==> config.mk <==
export PLATFORM = sky130hd
export DESIGN_NAME = usf_status
export DESIGN_NICKNAME = d
export VERILOG_FILES = /design/src/shared/usf_pkg.sv /design/src/verilog/usf_status.sv
export VERILOG_INCLUDE_DIRS = /design/src /design/src/shared
export SDC_FILE = /design/constraint.sdc
export NUM_CORES = 1
export LEC_CHECK = 0
export BUFFER_PORTS_ARGS = -buffer_cell sky130_fd_sc_hd__buf_2
export CORE_MARGIN = 2
export CORE_UTILIZATION = 50
export DETAILED_ROUTE_END_ITERATION = 7
export GPL_TIMING_DRIVEN = 0
export HOLD_SLACK_MARGIN = 0.15
export MAX_ROUTING_LAYER = met4
export PLACE_DENSITY_LB_ADDON = 0.12
export SLEW_MARGIN = 40
export SYNTH_ARGS = -nofsm -noshare
export SYNTH_HDL_FRONTEND = slang
export SYNTH_SLANG_ARGS = --single-unit
==> constraint.sdc <==
create_clock -name clock -period 1.8 [get_ports clock]
set_input_delay 0.36 -clock clock [delete_from_list [all_inputs] [get_ports clock]]
set_output_delay 0.36 -clock clock [all_outputs]
set_load 0.01 [all_outputs]
==> src/shared/usf_defines.svh <==
// register offsets, field positions, reset values of the status-flag block
`ifndef USF_DEFINES_SVH
`define USF_DEFINES_SVH

`define USF_ADDR_W          3
`define USF_OFS_STATUS      3'h0
`define USF_OFS_MODE        3'h1
`define USF_OFS_CMD         3'h2
`define USF_OFS_SYNC_ONE    3'h3
`define USF_OFS_SYNC_TWO    3'h4
`define USF_OFS_DLE         3'h5
`define USF_OFS_DATA        3'h6

`define USF_MODE_SYNC       0
`define USF_MODE_STOP_LO    2
`define USF_MODE_STOP_HI    3
`define USF_MODE_PARITY     4
`define USF_MODE_TRANSP     6
`define USF_MODE_SINGLE     7

`define USF_CMD_TX_ON       0
`define USF_CMD_RX_ON       2
`define USF_CMD_ERR_RESET   4
`define USF_CMD_SUB_LO      6
`define USF_CMD_SUB_HI      7

`define USF_ST_TX_FREE      0
`define USF_ST_RX_FULL      1
`define USF_ST_EMPTY_CHG    2
`define USF_ST_PARITY_DLE   3
`define USF_ST_OVERRUN      4
`define USF_ST_FRAME_SYN    5
`define USF_ST_DCD          6
`define USF_ST_DSR          7

`define USF_RST_BYTE        8'h00
`define USF_RST_MODEM_PINS  2'h3
`define USF_CMD_KEEP_MASK   8'hEF

`endif

==> src/shared/usf_pkg.sv <==
// types of the status-flag block
package usf_pkg;

   typedef enum logic [1:0] {
      USF_SUB_NORMAL = 2'h0,
      USF_SUB_ECHO   = 2'h1,
      USF_SUB_LOCAL  = 2'h2,
      USF_SUB_REMOTE = 2'h3
   } usf_submode_t;

   typedef enum logic [1:0] {
      USF_STOP_NONE = 2'h0,
      USF_STOP_ONE  = 2'h1,
      USF_STOP_HALF = 2'h2,
      USF_STOP_TWO  = 2'h3
   } usf_stop_t;

endpackage

==> src/verilog/usf_status.sv <==
// status flags, mode/command registers and flag pins of the serial controller
//
// Operation
// - tx holding free is 1, loaded is 0
// - tx free set on enable, never echo/remote
// - tx free pin low when set, high echo/remote
// - rx full set on load, cleared on read
// - rx full pin low while flag set
// - tx empty after sent character, cleared on write
// - modem change sets shared flag, cleared by read
// - empty/change pin low while flag set; high in remote, modem change only in echo
// - parity error or first DLE sets flag
// - rx disable and error reset clear errors
// - overrun when unread character is replaced
// - framing checks first stop bit at 1.5
// - break means framing set and zero character
// - non-transparent sync sets sync detect flag
// - transparent sync and DLE-SYN sets flag
// - framing/sync clear by disable, reset, read
// - status bits 6,7 mirror DCD and DSR
// - low modem input reads as set bit
// - error reset is one-shot, never stored
//
// Implementation choices: the address-and-strobe port and the register offsets.
`timescale 1ns/1ps
`include "usf_defines.svh"
`default_nettype none

module usf_status
   import usf_pkg::*;
(
   input  wire logic                   clock,
   input  wire logic                   rst_n,
   input  wire logic [`USF_ADDR_W-1:0] addr,
   input  wire logic [7:0]             wdata,
   input  wire logic                   wr,
   input  wire logic                   rd,
   output logic      [7:0]             rdata,
   input  wire logic                   tx_load_taken,
   input  wire logic                   tx_char_done,
   input  wire logic                   rx_load,
   input  wire logic [7:0]             rx_char,
   input  wire logic                   rx_parity_bad,
   input  wire logic                   rx_stop1_bad,
   input  wire logic                   rx_stop2_bad,
   input  wire logic                   dcd_n,
   input  wire logic                   dsr_n,
   output logic                        transmitter_on,
   output logic                        receiver_on,
   output logic      [7:0]             tx_holding_reg,
   output logic                        tx_holding_free_n,
   output logic                        rx_holding_full_n,
   output logic                        tx_idle_or_modem_change_n,
   output logic                        line_break
);

   function automatic logic char_is(input logic [7:0] c, input logic [7:0] ref_c);
      char_is = (c == ref_c);
   endfunction

   // ---------------- registers
   logic [7:0] mode_q;
   logic [7:0] cmd_q;
   logic [7:0] sync_char_one_q;
   logic [7:0] sync_char_two_q;
   logic [7:0] dle_char_q;
   logic [7:0] tx_hold_q;
   logic [7:0] rx_holding_reg_q;
   logic [7:0] rdata_q;

   logic       hold_loaded_q,  hold_loaded_d;
   logic       sent_one_q,     sent_one_d;
   logic       tx_free_q,      tx_free_d;
   logic       tx_empty_q,     tx_empty_d;
   logic       modem_chg_q,    modem_chg_d;
   logic       rx_full_q,      rx_full_d;
   logic       parity_dle_q,   parity_dle_d;
   logic       overrun_q,      overrun_d;
   logic       frame_syn_q,    frame_syn_d;
   logic       dle_first_q,    dle_first_d;
   logic       sync_char_one_prev_q,    sync_char_one_prev_d;
   logic       synced_q,       synced_d;
   logic       line_break_q;
   logic       tx_pin_q,       rx_pin_q,    empty_pin_q;

   logic [1:0] modem_s1_q;
   logic [1:0] modem_s2_q;
   logic [1:0] modem_s3_q;
   logic [1:0] modem_flt_q;

   // ---------------- bus decode
   wire        wr_mode        = wr & (addr == `USF_OFS_MODE);
   wire        wr_cmd         = wr & (addr == `USF_OFS_CMD);
   wire        wr_sync_char_one        = wr & (addr == `USF_OFS_SYNC_ONE);
   wire        wr_sync_char_two        = wr & (addr == `USF_OFS_SYNC_TWO);
   wire        wr_dle         = wr & (addr == `USF_OFS_DLE);
   wire        wr_data        = wr & (addr == `USF_OFS_DATA);
   wire        rd_status      = rd & (addr == `USF_OFS_STATUS);
   wire        rd_data        = rd & (addr == `USF_OFS_DATA);

   // one-shot: acts in the write cycle only, bit never kept
   wire        err_reset      = wr_cmd & wdata[`USF_CMD_ERR_RESET];

   // ---------------- mode and command fields
   wire        sync_mode      = mode_q[`USF_MODE_SYNC];
   wire        parity_on      = mode_q[`USF_MODE_PARITY];
   wire        transparent    = mode_q[`USF_MODE_TRANSP];
   wire        single_sync    = mode_q[`USF_MODE_SINGLE];
   wire        stop_half      = usf_stop_t'(mode_q[`USF_MODE_STOP_HI:`USF_MODE_STOP_LO])
                                == USF_STOP_HALF;
   wire        stop_two       = usf_stop_t'(mode_q[`USF_MODE_STOP_HI:`USF_MODE_STOP_LO])
                                == USF_STOP_TWO;
   wire        tx_on          = cmd_q[`USF_CMD_TX_ON];
   wire        rx_on          = cmd_q[`USF_CMD_RX_ON];
   wire usf_submode_t submode = usf_submode_t'(cmd_q[`USF_CMD_SUB_HI:`USF_CMD_SUB_LO]);
   // echo only exists in async; the same code means stripping in sync
   wire        echo_mode      = (submode == USF_SUB_ECHO) & ~sync_mode;
   wire        remote_mode    = (submode == USF_SUB_REMOTE);
   wire        looped_tx      = echo_mode | remote_mode;

   // ---------------- modem inputs: three stages, accept when last two agree
   wire [1:0]  modem_stable   = ~(modem_s2_q ^ modem_s3_q);
   wire [1:0]  modem_flt_d    = (modem_stable & modem_s3_q) | (~modem_stable & modem_flt_q);
   wire        modem_event    = |(modem_flt_d ^ modem_flt_q);

   // ---------------- transmitter flags
   always_comb begin
      hold_loaded_d = hold_loaded_q;
      if (tx_load_taken)
         hold_loaded_d = 1'b0;
      if (wr_data & ~looped_tx)
         hold_loaded_d = 1'b1;
   end

   // idle report waits for a real character to have gone out
   assign sent_one_d    = tx_on & (sent_one_q | tx_load_taken);

   // free while enabled and empty; enabling with a loaded char leaves it 0
   assign tx_free_d     = tx_on & ~hold_loaded_d & ~looped_tx;

   // fill characters count as a finished character too; set wins over the write
   wire   tx_empty_set  = tx_char_done & sent_one_q & ~hold_loaded_q;
   assign tx_empty_d    = tx_on & (tx_empty_set | (tx_empty_q & ~wr_data));

   // change only counts while either direction is enabled
   wire   modem_set     = modem_event & (tx_on | rx_on);
   assign modem_chg_d   = modem_set | (modem_chg_q & ~rd_status);

   // ---------------- receiver flags
   wire   rx_evt        = rx_load & rx_on;
   wire   rx_take       = rx_evt & ~remote_mode;
   wire   is_sync_char_one       = char_is(rx_char, sync_char_one_q);
   wire   is_sync_char_two       = char_is(rx_char, sync_char_two_q);
   wire   is_dle        = char_is(rx_char, dle_char_q);

   // a read in the same cycle as a new load still leaves the flag set
   assign rx_full_d     = rx_on & ~remote_mode & (rx_take | (rx_full_q & ~rd_data));

   // remote loop never fills the holding reg, so no overrun can arise there
   wire   overrun_set   = rx_evt & rx_full_q & ~rd_data;
   assign overrun_d     = rx_on & (overrun_set | (overrun_q & ~err_reset));

   wire   parity_set    = rx_evt & parity_on & rx_parity_bad;
   wire   dle_set       = rx_evt & sync_mode & transparent & ~parity_on
                          & is_dle & ~dle_first_q;
   assign parity_dle_d  = rx_on & (parity_set | dle_set | (parity_dle_q & ~err_reset));

   // a DLE that followed a counted DLE starts no new pair
   assign dle_first_d   = rx_on & (rx_evt ? (is_dle & ~dle_first_q) : dle_first_q);
   assign sync_char_one_prev_d   = rx_on & (rx_evt ? is_sync_char_one : sync_char_one_prev_q);

   wire   init_hit      = single_sync ? is_sync_char_one : (sync_char_one_prev_q & is_sync_char_two);
   wire   plain_syn     = ~transparent & init_hit;
   wire   first_syn     = transparent & ~synced_q & init_hit;
   wire   dle_syn       = transparent & synced_q & dle_first_q & is_sync_char_one;
   wire   syn_set       = rx_evt & sync_mode & (plain_syn | first_syn | dle_syn);
   assign synced_d      = rx_on & sync_mode & (synced_q | (rx_evt & first_syn));

   // at 1.5 stop bits the half bit is never checked
   wire   second_stop   = stop_two & ~stop_half;
   wire   frame_set     = rx_evt & ~sync_mode
                          & (rx_stop1_bad | (second_stop & rx_stop2_bad));
   wire   frame_clr     = (err_reset & ~sync_mode) | (rd_status & sync_mode);
   assign frame_syn_d   = rx_on & (frame_set | syn_set | (frame_syn_q & ~frame_clr));

   // ---------------- status byte
   wire [7:0] status_byte;
   assign status_byte[`USF_ST_TX_FREE]    = tx_free_q;
   assign status_byte[`USF_ST_RX_FULL]    = rx_full_q;
   assign status_byte[`USF_ST_EMPTY_CHG]  = tx_empty_q | modem_chg_q;
   assign status_byte[`USF_ST_PARITY_DLE] = parity_dle_q;
   assign status_byte[`USF_ST_OVERRUN]    = overrun_q;
   assign status_byte[`USF_ST_FRAME_SYN]  = frame_syn_q;
   assign status_byte[`USF_ST_DCD]        = ~modem_flt_q[0];
   assign status_byte[`USF_ST_DSR]        = ~modem_flt_q[1];

   // ---------------- pins, from next-state so pin and bit agree in time
   wire   tx_pin_d      = ~tx_free_d;
   wire   rx_pin_d      = ~rx_full_d;
   wire   empty_flag_d  = echo_mode ? modem_chg_d : (tx_empty_d | modem_chg_d);
   wire   empty_pin_d   = remote_mode | ~empty_flag_d;
   wire   break_d       = frame_syn_d & ~sync_mode
                          & ((rx_take ? rx_char : rx_holding_reg_q) == `USF_RST_BYTE);

   // ---------------- read mux; status write address is simply not decoded
   wire [7:0] rd_mux =
      (addr == `USF_OFS_STATUS)   ? status_byte :
      (addr == `USF_OFS_MODE)     ? mode_q :
      (addr == `USF_OFS_CMD)      ? cmd_q :
      (addr == `USF_OFS_SYNC_ONE) ? sync_char_one_q :
      (addr == `USF_OFS_SYNC_TWO) ? sync_char_two_q :
      (addr == `USF_OFS_DLE)      ? dle_char_q :
      (addr == `USF_OFS_DATA)     ? rx_holding_reg_q :
                                    `USF_RST_BYTE;

   // ---------------- software registers
   always_ff @(posedge clock or negedge rst_n) begin
      if (!rst_n) begin
         mode_q          <= `USF_RST_BYTE;
         cmd_q           <= `USF_RST_BYTE;
         sync_char_one_q <= `USF_RST_BYTE;
         sync_char_two_q <= `USF_RST_BYTE;
         dle_char_q      <= `USF_RST_BYTE;
      end else begin
         if (wr_mode)
            mode_q <= wdata;
         if (wr_cmd)
            cmd_q <= wdata & `USF_CMD_KEEP_MASK;
         if (wr_sync_char_one)
            sync_char_one_q <= wdata;
         if (wr_sync_char_two)
            sync_char_two_q <= wdata;
         if (wr_dle)
            dle_char_q <= wdata;
      end
   end

   // ---------------- data holding and read data
   always_ff @(posedge clock or negedge rst_n) begin
      if (!rst_n) begin
         tx_hold_q        <= `USF_RST_BYTE;
         rx_holding_reg_q <= `USF_RST_BYTE;
         rdata_q          <= `USF_RST_BYTE;
      end else begin
         if (wr_data & ~looped_tx)
            tx_hold_q <= wdata;
         if (rx_take)
            rx_holding_reg_q <= rx_char;
         rdata_q <= rd ? rd_mux : `USF_RST_BYTE;
      end
   end

   // ---------------- modem synchroniser
   always_ff @(posedge clock or negedge rst_n) begin
      if (!rst_n) begin
         modem_s1_q  <= `USF_RST_MODEM_PINS;
         modem_s2_q  <= `USF_RST_MODEM_PINS;
         modem_s3_q  <= `USF_RST_MODEM_PINS;
         modem_flt_q <= `USF_RST_MODEM_PINS;
      end else begin
         modem_s1_q  <= {dsr_n, dcd_n};
         modem_s2_q  <= modem_s1_q;
         modem_s3_q  <= modem_s2_q;
         modem_flt_q <= modem_flt_d;
      end
   end

   // ---------------- flags
   always_ff @(posedge clock or negedge rst_n) begin
      if (!rst_n) begin
         hold_loaded_q <= 1'b0;
         sent_one_q    <= 1'b0;
         tx_free_q     <= 1'b0;
         tx_empty_q    <= 1'b0;
         modem_chg_q   <= 1'b0;
         rx_full_q     <= 1'b0;
         parity_dle_q  <= 1'b0;
         overrun_q     <= 1'b0;
         frame_syn_q   <= 1'b0;
         dle_first_q   <= 1'b0;
         sync_char_one_prev_q   <= 1'b0;
         synced_q      <= 1'b0;
      end else begin
         hold_loaded_q <= hold_loaded_d;
         sent_one_q    <= sent_one_d;
         tx_free_q     <= tx_free_d;
         tx_empty_q    <= tx_empty_d;
         modem_chg_q   <= modem_chg_d;
         rx_full_q     <= rx_full_d;
         parity_dle_q  <= parity_dle_d;
         overrun_q     <= overrun_d;
         frame_syn_q   <= frame_syn_d;
         dle_first_q   <= dle_first_d;
         sync_char_one_prev_q   <= sync_char_one_prev_d;
         synced_q      <= synced_d;
      end
   end

   // ---------------- pins
   always_ff @(posedge clock or negedge rst_n) begin
      if (!rst_n) begin
         tx_pin_q     <= 1'b1;
         rx_pin_q     <= 1'b1;
         empty_pin_q  <= 1'b1;
         line_break_q <= 1'b0;
      end else begin
         tx_pin_q     <= tx_pin_d;
         rx_pin_q     <= rx_pin_d;
         empty_pin_q  <= empty_pin_d;
         line_break_q <= break_d;
      end
   end

   assign rdata                     = rdata_q;
   assign transmitter_on            = tx_on;
   assign receiver_on               = rx_on;
   assign tx_holding_reg            = tx_hold_q;
   assign tx_holding_free_n         = tx_pin_q;
   assign rx_holding_full_n         = rx_pin_q;
   assign tx_idle_or_modem_change_n = empty_pin_q;
   assign line_break                = line_break_q;

endmodule

`default_nettype wire

Yosys cells after proc, flatten, opt, wreduce, memory -nomap -nowiden. Index checks and enable logic that the tools add are counted.

Output and inout bits: 22. Bits of input ports: 31. Flip-flop bits (word level): 87. Logic and storage cells: 167.

Muxes and demuxes: 15. Equality and inequality tests: 13. Reduce and logical (&&, ||, !) cells: 3. Bitwise operators: 108.

Operator list (number): two-way mux 8 bit (9); AND 1 bit (62); == test 8 bit (3); NOT 1 bit (20); OR 1 bit (19); == test 3 bit, second input constant (3); zero test 8 bit (1); == test 2 bit, second input constant (3); == test 3 x 2 -> 1 bit, second input constant (2); two-way mux 1 bit (6); AND 2 bit (2); NOT 2 bit (2); bitwise XOR 2 bit (2); == test 3 x 1 -> 1 bit, second input constant (1); zero test 3 bit (1); == test 2 x 1 -> 1 bit, second input constant (1); OR 2 bit (1); OR reduction 2 bit (1).

Logic depth before layout (Yosys ltp). Gate-level depths: netlist (run 1).

Depth in word-level cells: 13. Mapped depth: 7. Gate-level depth less buffers: 5.

Worst setup path after synthesis (run 1). OpenSTA, ideal clock, no wires.

Path kind: input port to flip-flop. Start point: input port addr[2]. End point: register line_break_q, in the netlist line_break. Buffers on the path: 2. Setup slack: 0.315 ns. Arrival: 1.352 ns. Cell stages on the path: 7. Path through: buf_2 > and4bb_1 > buf_4 > nand2_2 > o211a_1 > o21ai_2 > a32oi_1.

Cells in the longest elaborated chain, start to end: 11.

RTL lines: from (decl) (line usf_status.sv:34) `` input wire logic [`USF_ADDR_W-1:0] addr, ``; == test 3 x 2 -> 1 bit (no source line); AND 1 bit (line usf_status.sv:93) `` wire wr_cmd = wr & (addr == `USF_OFS_CMD); ``; AND 1 bit (line usf_status.sv:102) `` wire err_reset = wr_cmd & wdata[`USF_CMD_ERR_RESET]; ``; AND 1 bit (line usf_status.sv:183) `wire frame_clr = (err_reset & ~sync_mode) | (rd_status & sync_mode);`; OR 1 bit (*) (line usf_status.sv:183); NOT 1 bit (*) (line usf_status.sv:184) `assign frame_syn_d = rx_on & (frame_set | syn_set | (frame_syn_q & ~frame_clr));`; AND 1 bit (*) (line usf_status.sv:184); OR 1 bit (*) (line usf_status.sv:184); AND 1 bit (*) (line usf_status.sv:184); AND 1 bit (*) (2 in series) (line usf_status.sv:202) `wire break_d = frame_syn_d & ~sync_mode`; net break_d (line usf_status.sv:202); to (signal assigned) (line usf_status.sv:310) `line_break_q <= break_d;`; to (decl) (line usf_status.sv:83) `logic line_break_q;`.

Mark *: on every way through the listed nets, which the timed path passes. The rest lies on a longest branch. A chain may end at the register's enable or synchronous reset.

Final worst setup path (run 1).
Start point: register mode_q[0]. End point: register tx_hold_q[6], in the netlist tx_holding_reg[6].

Cells in the longest elaborated chain, start to end: 5.

RTL lines: from (decl) (line usf_status.sv:62) `logic [7:0] mode_q;`; from (signal assigned) (line usf_status.sv:219) `` mode_q <= `USF_RST_BYTE; ``; from (signal assigned) (line usf_status.sv:226) `mode_q <= wdata;`; NOT 1 bit (line usf_status.sv:117) `wire echo_mode = (submode == USF_SUB_ECHO) & ~sync_mode;`; AND 1 bit (line usf_status.sv:117); OR 1 bit (line usf_status.sv:119) `wire looped_tx = echo_mode | remote_mode;`; NOT 1 bit (line usf_status.sv:245) `if (wr_data & ~looped_tx)`; AND 1 bit (line usf_status.sv:245); to (signal assigned) (line usf_status.sv:241) `` tx_hold_q <= `USF_RST_BYTE; ``; to (signal assigned) (line usf_status.sv:246) `tx_hold_q <= wdata;`; to (decl) (line usf_status.sv:67) `logic [7:0] tx_hold_q;`.

No other way between the ends.

==> results of run 1 <==
layout make-up:
class	instances	area (µm²)	share of cell area [%]
multi-input combinational	234	1820	38.4
clock inverter	5	33.8	0.713
inverter	5	18.8	0.396
tap	105	131	2.77
timing repair buffer	54	314	6.63
sequential	87	2190	46.3
buffer	16	85.1	1.80
clock buffer	11	141	2.99
layout by cell type, fill, tap and decap left out, drive strengths merged, types with 2 or more instances in the layout:
master and n:
a21oi 9, dfrtp 76, o21ai 16, nand4 6
buf 64, nand4b 3, nand2b 4, xor2 16
a211oi 4, nand3 5, clkinv 3, clkbuf 14
dlygate4sd3 3, nand2 19, inv 5, clkinvlp 2
o211a 2, nor2 20, nor2b 4, dfstp 11
a32oi 2, mux2i 17, mux2 55, xnor2 8
a21boi 3, o21a 2, o211ai 7, nor4 4
nor3 8, nor3b 2
layer usage:
layer,share of wire [%],wire [µm]
met1,44,4360
met2,48,4680
met3,5.9,582
met4,1.9,187
met5,0,0
through the flow:
stage / util [%] / power [mW]
3_5_place_dp: 55.9 / 3.95
3_3_place_gp: 55.5 / 3.90
5_1_grt: 58.5 / 5.41
2_1_floorplan: - / 3.46
4_1_cts: 58.5 / 5.17
6_report: 58.5 / 5.13
worst max path at each step:
| stage | to | slack, ns | startpoint | depth (start not counted) |
|---|---|---|---|---|
| 2_1_floorplan | line_break | 0.32 | addr[2] | 7 |
| 3_3_place_gp | dle_char_q[7] | -0.34 | rst_n | 1 |
| 3_5_place_dp | rdata[6] | 0.05 | addr[1] | 8 |
| 4_1_cts | tx_holding_reg[6] | 0.13 | mode_q[0] | 6 |
| 5_1_grt | tx_holding_reg[7] | 0.00002 | mode_q[0] | 6 |
| 6_report | tx_holding_reg[6] | 0.13 | mode_q[0] | 6 |
power breakdown:
part / switching, mW / internal (mW) / leakage [nW]
clock network: 0.673 / 0.537 / 0.0853
registers: 0.345 / 2.39 / 1.05
logic: 0.576 / 0.613 / 0.980
kinds of logic (layout without fill, tap and decap cells):
| logic type | after synthesis | in the layout | synth area share [%] |
|---|---|---|---|
| AOI/OAI and AO/OA | 52 | 52 | 8.28 |
| muxes | 72 | 72 | 19.2 |
| DFF | 87 | 87 | 53.3 |
| xor gates and xnor gates | 24 | 24 | 5.11 |
| adders and majority gates | 1 | 1 | 0.244 |
| and+or+nand+nor | 85 | 85 | 11.3 |
| buffers and inverters | 21 | 91 | 2.53 |
what timing repair did:
item	CTS	global route
hold endpoints to repair	34	0
hold buffers	3	0
gates resized for setup	0	1
setup endpoints to repair	0	1
critical path, delay by kind of cell (launching register included):
| kind | cells | cell delay (ns) |
|---|---|---|
| AO/OA/AOI/OAI | 1 | 0.21 |
| flip-flops | 1 | 0.33 |
| buffers and inverters | 3 | 0.53 |
| multiplexers | 1 | 0.36 |
| AND/OR/NAND/NOR | 1 | 0.15 |
synth_stat cells (all sizes together) (3+ instances only):
cell    instances
o21ai          16
nor3            8
mux2i          17
nand2b          4
a21oi           9
nor2           20
mux2           55
a211oi          4
dfstp          11
xnor2           8
nor2b           4
a21boi          3
o211ai          7
xor2           16
nand4           6
nand2          19
clkbuf          3
nand3           5
inv             5
nand4b          3
nor4            4
buf            13
dfrtp          76
==> flow_metrics.tcl, run 1 <==
set metrics [dict create \
    status "complete, no violations" \
    dp_slack_ns 0.0462 \
    die_w_um 94.7 \
    r2r_slack_ns 0.13 \
    grt_antenna_before_repair 0 \
    hold_end "sent_one_q" \
    layout_setup_ws_ns 0.126 \
    clock_path_buffers 2 \
    wl_um 9810 \
    grt_first_pass_wirelength_um 15600 \
    vdd_drop_max_v 0.000619 \
    hold_path_depth 2 \
    critical-path-max-stage-delay_ns 0.36 \
    setup_viol 0 \
    required_ns 2.04 \
    dpl.hpwl_um 7360 \
    ys.flop_type "dfrtp_1" \
    rsz0062_at_grt "no" \
    root_buffer "clkbuf_8" \
    final.setup_skew_ns 0.00641 \
    grt_use_met3_pct 4.71 \
    drive_gt1_share_pct 36.9 \
    crit_top_cell "buf_2" \
    synth_cell_types 51 \
    clock-sinks 87 \
    hold_viol_final 0 \
    timing.hold.ws_ns 0.234 \
    fin_tns_setup_ns 0 \
    startpoint_type "flop" \
    diodes 0 \
    fillers 727 \
    slew_headroom_pct 56.8 \
    first_pass_iters 4 \
    core.rowCount 33 \
    yosysTopAreaCell "dfrtp_1" \
    fin_area_um2 4740 \
    r2r_end "tx_holding_reg[6]" \
    dpl.cell_count 498 \
    port_buffers 50 \
    syn_nets 373 \
    drc_errors 0 \
    die_area_um2 8960 \
    async_reset_ff_share_pct 100 \
    grt.met2_usage_pct 37.4 \
    cts.clk_slew.worst_paths_ns 0.08 \
    netlist_area_um2 4110 \
    dr_total_vias 2924 \
    synth_edf_count 0 \
    syn_to_final_growth_pct 15.2 \
    slew_violations 0 \
    post-cts-setup-buffers 0 \
    finalCritPeriodShare_pct 93.0 \
    grt_pass1_vias 2985 \
    ys_warn_count 0 \
    grt_busiest_layer "met2" \
    fmax_ghz 0.597 \
    clk_latency_ns 0.35 \
    cts_tree "done" \
    grt_max_degree 53 \
    r2r_start "mode_q[0]" \
    post_drt_via_cell_ratio 5.66 \
    synth_area_leaders "dfrtp_1, mux2_2, dfstp_2" \
    finalNetCount 438 \
    num_io_pins 53 \
    p_leak_nw 2.12 \
    ant_nets 0 \
    powerDensity_nw_per_um2 1080 \
    critPathSlowestCell "mux2_2" \
    path_cells "buf_2 -> inv_1 -> o21ai_0 -> nor2b_1 -> buf_2 -> mux2_2" \
    floorplan.initialDensity_pct 50.8 \
    core_region_area_um2 8090 \
    grt-ovfl-total 0 \
    synthCells 342 \
    synth-seq-cells 87 \
    gp_congestion 0.922 \
    wire_per_inst_um 19.0 \
    rr_worst_depth 6 \
    ys_seq_area_share_pct 53.3 \
    stdcell_count 517 \
    htree_levels 3 \
    placed_area_um2 4530 \
    hold_class "primary input to flop" \
    die_h_um 94.7 \
    cp_max_fo 10 \
    grt_usage_pct 24.2 \
    min_period_ns 1.67 \
    synth_top_area_share_pct 46.3 \
    initialDrtViolationCount 188 \
    arrival_ns 1.91 \
    worst_pin_slew_ns 0.644 \
    met1_usage_pct 31.5 \
    criticalPathCategory "flop to flop" \
    end_kind "flop" \
    hp-start "tx_load_taken" \
    cts_buffers 9 \
    avgSynthCellArea_um2 12.0 \
    maxCapViolCount 0 \
]
(Power assumes the default switching activity.)
==> inputs of run 2 (changes only) <==
- ABC_AREA: unset -> 1
==> flow_metrics.tcl, run 2 <==
set metrics [dict create \
    cts.clk_slew.worst_paths_ns 0.09 \
    critical-path-top-delay-family "flip-flops" \
    critPathSlowestCell "dfrtp_1" \
    drc_errors 0 \
    status "complete, no violations" \
    final.setup_skew_ns 0.00999 \
    synthCells 483 \
    initialDrtViolationCount 246 \
    maxCapViolCount 0 \
    die_area_um2 8980 \
    mostFrequentLayoutCells "nand2_1, dfrtp_1, o21ai_0" \
    grt_usage_pct 27.2 \
    pwr-share-seq_pct 52.7 \
    netlist_area_um2 4120 \
    clk_latency_ns 0.36 \
    ctsHoldBuffers 3 \
    finalPower_mw 4.93 \
    ant_nets 0 \
    end_kind "flop" \
    p_int_mw 3.28 \
    post-cts-setup-buffers 0 \
    core.rowCount 33 \
    gp_congestion 0.976 \
    hold_viol_final 0 \
    grt_pass1_vias 3312 \
    htree_levels 3 \
    powerDensity_nw_per_um2 1040 \
    synth_edf_count 0 \
    port_buffers 51 \
    clock-sinks 87 \
    num_io_pins 53 \
    wire_per_inst_um 16.8 \
    syn_nets 514 \
    wl_um 11100 \
    criticalPathCategory "flop to flop" \
    async_reset_ff_share_pct 100 \
    switching_share_pct 33.4 \
    grt_antenna_before_repair 0 \
    dr_total_vias 3497 \
    finalNetCount 580 \
    arrival_ns 1.90 \
    hold_class "primary input to flop" \
    die_h_um 94.8 \
    yosysMostFrequentCell "nand2_1" \
    rsz0062_at_grt "no" \
    ys_warn_count 0 \
    first_pass_iters 5 \
    fin_area_um2 4750 \
    drive_gt1_share_pct 20.6 \
    p_leak_nw 2.38 \
    yosysTopAreaCell "dfrtp_1" \
    finalCritPeriodShare_pct 91.6 \
    synth_top_area_share_pct 46.2 \
    cts.repair.resized 0 \
    ys_seq_area_share_pct 53.2 \
    vdd_drop_max_v 0.000614 \
    layout_setup_ws_ns 0.152 \
    slew_violations 0 \
    cts_tree "done" \
    diodes 0 \
    p_switching_mw 1.65 \
    slew_headroom_pct 69.9 \
    crit_buf_inv 4 \
    grt_first_pass_wirelength_um 17500 \
    placed_area_um2 4540 \
    grt_max_degree 62 \
    min_period_ns 1.65 \
    core_region_area_um2 8090 \
    avgSynthCellArea_um2 8.53 \
    required_ns 2.05 \
    path_cells "inv_2 -> o21ai_1 -> inv_1 -> nor3_2 -> inv_2 -> buf_6 -> nand2_1 -> o21ai_2" \
    crit_top_cell "inv_2" \
    power_frac_comb_pct 21.9 \
    cts_buffers 9 \
    synthTopCellsByCount "nand2_1, dfrtp_1, o21ai_0" \
    grt-ovfl-total 0 \
    root_buffer "clkbuf_8" \
    clock_path_buffers 2 \
    startpoint_type "flop" \
    synth-seq-cells 87 \
    post_drt_via_cell_ratio 5.31 \
    critical-path-max-stage-delay_ns 0.56 \
    final_common_cell "nand2_1" \
    synth_cell_types 39 \
    syn_to_final_growth_pct 15.2 \
    worst_pin_slew_ns 0.452 \
    ys.flop_type "dfrtp_1" \
    floorplan.initialDensity_pct 50.9 \
    clockPowerShare_pct 25.4 \
    fmax_ghz 0.607 \
    dp_slack_ns 0.0716 \
    timing.hold.ws_ns 0.229 \
    die_w_um 94.8 \
    dpl.hpwl_um 8570 \
    setup_viol 0 \
    synth_area_leaders "dfrtp_1, nand2_1, o21ai_0" \
    cp_max_fo 10 \
]
run 2: cell types whose count changed after synthesis, moves of 5 or more:
cell and change:
nand3_1 +7, inv_1 +58, inv_2 +5, mux2_2 -55, buf_2 -8, mux2i_1 -17
o21ai_1 +21, o21ai_2 +7, xor2_1 -13, o2111ai_1 +5, nand2_1 +107, o21ai_0 +50
nor3_1 -5
run 2: per-stage QoR:
step           utilization, %  instances  setup TNS [ns]
2_1_floorplan               -        483               0
3_3_place_gp             55.7        639          -24.10
3_5_place_dp             56.1        640               0
4_1_cts                  58.6        659               0
5_1_grt                  58.6        659               0
6_report                 58.6        659               0
run 2: final timing paths:
| path | start | to | slack (ns) | cells past startpoint |
|---|---|---|---|---|
| max in group asynchronous | rst_n | modem_s1_q[0] | 0.78 | 3 |
| hold / removal | wdata[2] | cmd_q[2] | 0.23 | 3 |
| setup / recovery | mode_q[0] | tx_holding_reg[6] | 0.15 | 8 |
| setup reg to reg | mode_q[0] | tx_holding_reg[6] | 0.15 | 8 |
| hold reg to reg | modem_s1_q[0] | modem_s2_q[0] | 0.36 | 0 |
| min in group asynchronous | rst_n | tx_free_q | 0.42 | 2 |
run 2: layout make-up:
type	instances	area [µm²]
multi-input cells	315	1590
clock inverters	4	31.3
fillers	783	3350
well taps	105	131
flip-flops and latches	87	2190
repair buffers	55	319
plain buffers	12	77.6
clock buffers	12	145
inverters	69	264
run 2: cell families after synthesis:
kind of cell	after synthesis	synth area share (%)
adder cells (fa/ha/maj)	1	0.243
buffers and inverters	81	8.29
flip-flops	87	53.2
AO/OA/AOI/OAI	125	17.4
AND/OR/NAND/NOR	180	19.0
XOR/XNOR	9	1.91
run 2: worst register-to-register path: stages, from the launching register on:
cell and delay, ns:
dfrtp_1 0.56, inv_2 0.08, o21ai_1 0.18, inv_1 0.08, nor3_2 0.22, inv_2 0.13, buf_6 0.17, nand2_1 0.07
o21ai_2 0.05
run 2: routing by layer:
| metal | part of all wire [%] | wire (µm) | up-vias | GRT usage, % |
|---|---|---|---|---|
| met4 | 2.0 | 222 | 0 | 8.21 |
| met3 | 4.3 | 474 | 19 | 3.91 |
| met2 | 46 | 5070 | 95 | 41.0 |
| li1 | - | - | 1701 | - |
| met5 | 0 | 0 | - | - |
| met1 | 48 | 5320 | 1682 | 38.4 |
run 2: power by group through the flow:
stage          Combinational [mW]  Sequential [mW]  Clock [mW]
2_1_floorplan               0.658             2.59           0
3_3_place_gp                 1.04             2.62           0
3_5_place_dp                 1.08             2.63           0
4_1_cts                      1.09             2.59        1.27
5_1_grt                      1.23             2.64        1.34
6_report                     1.08             2.60        1.25
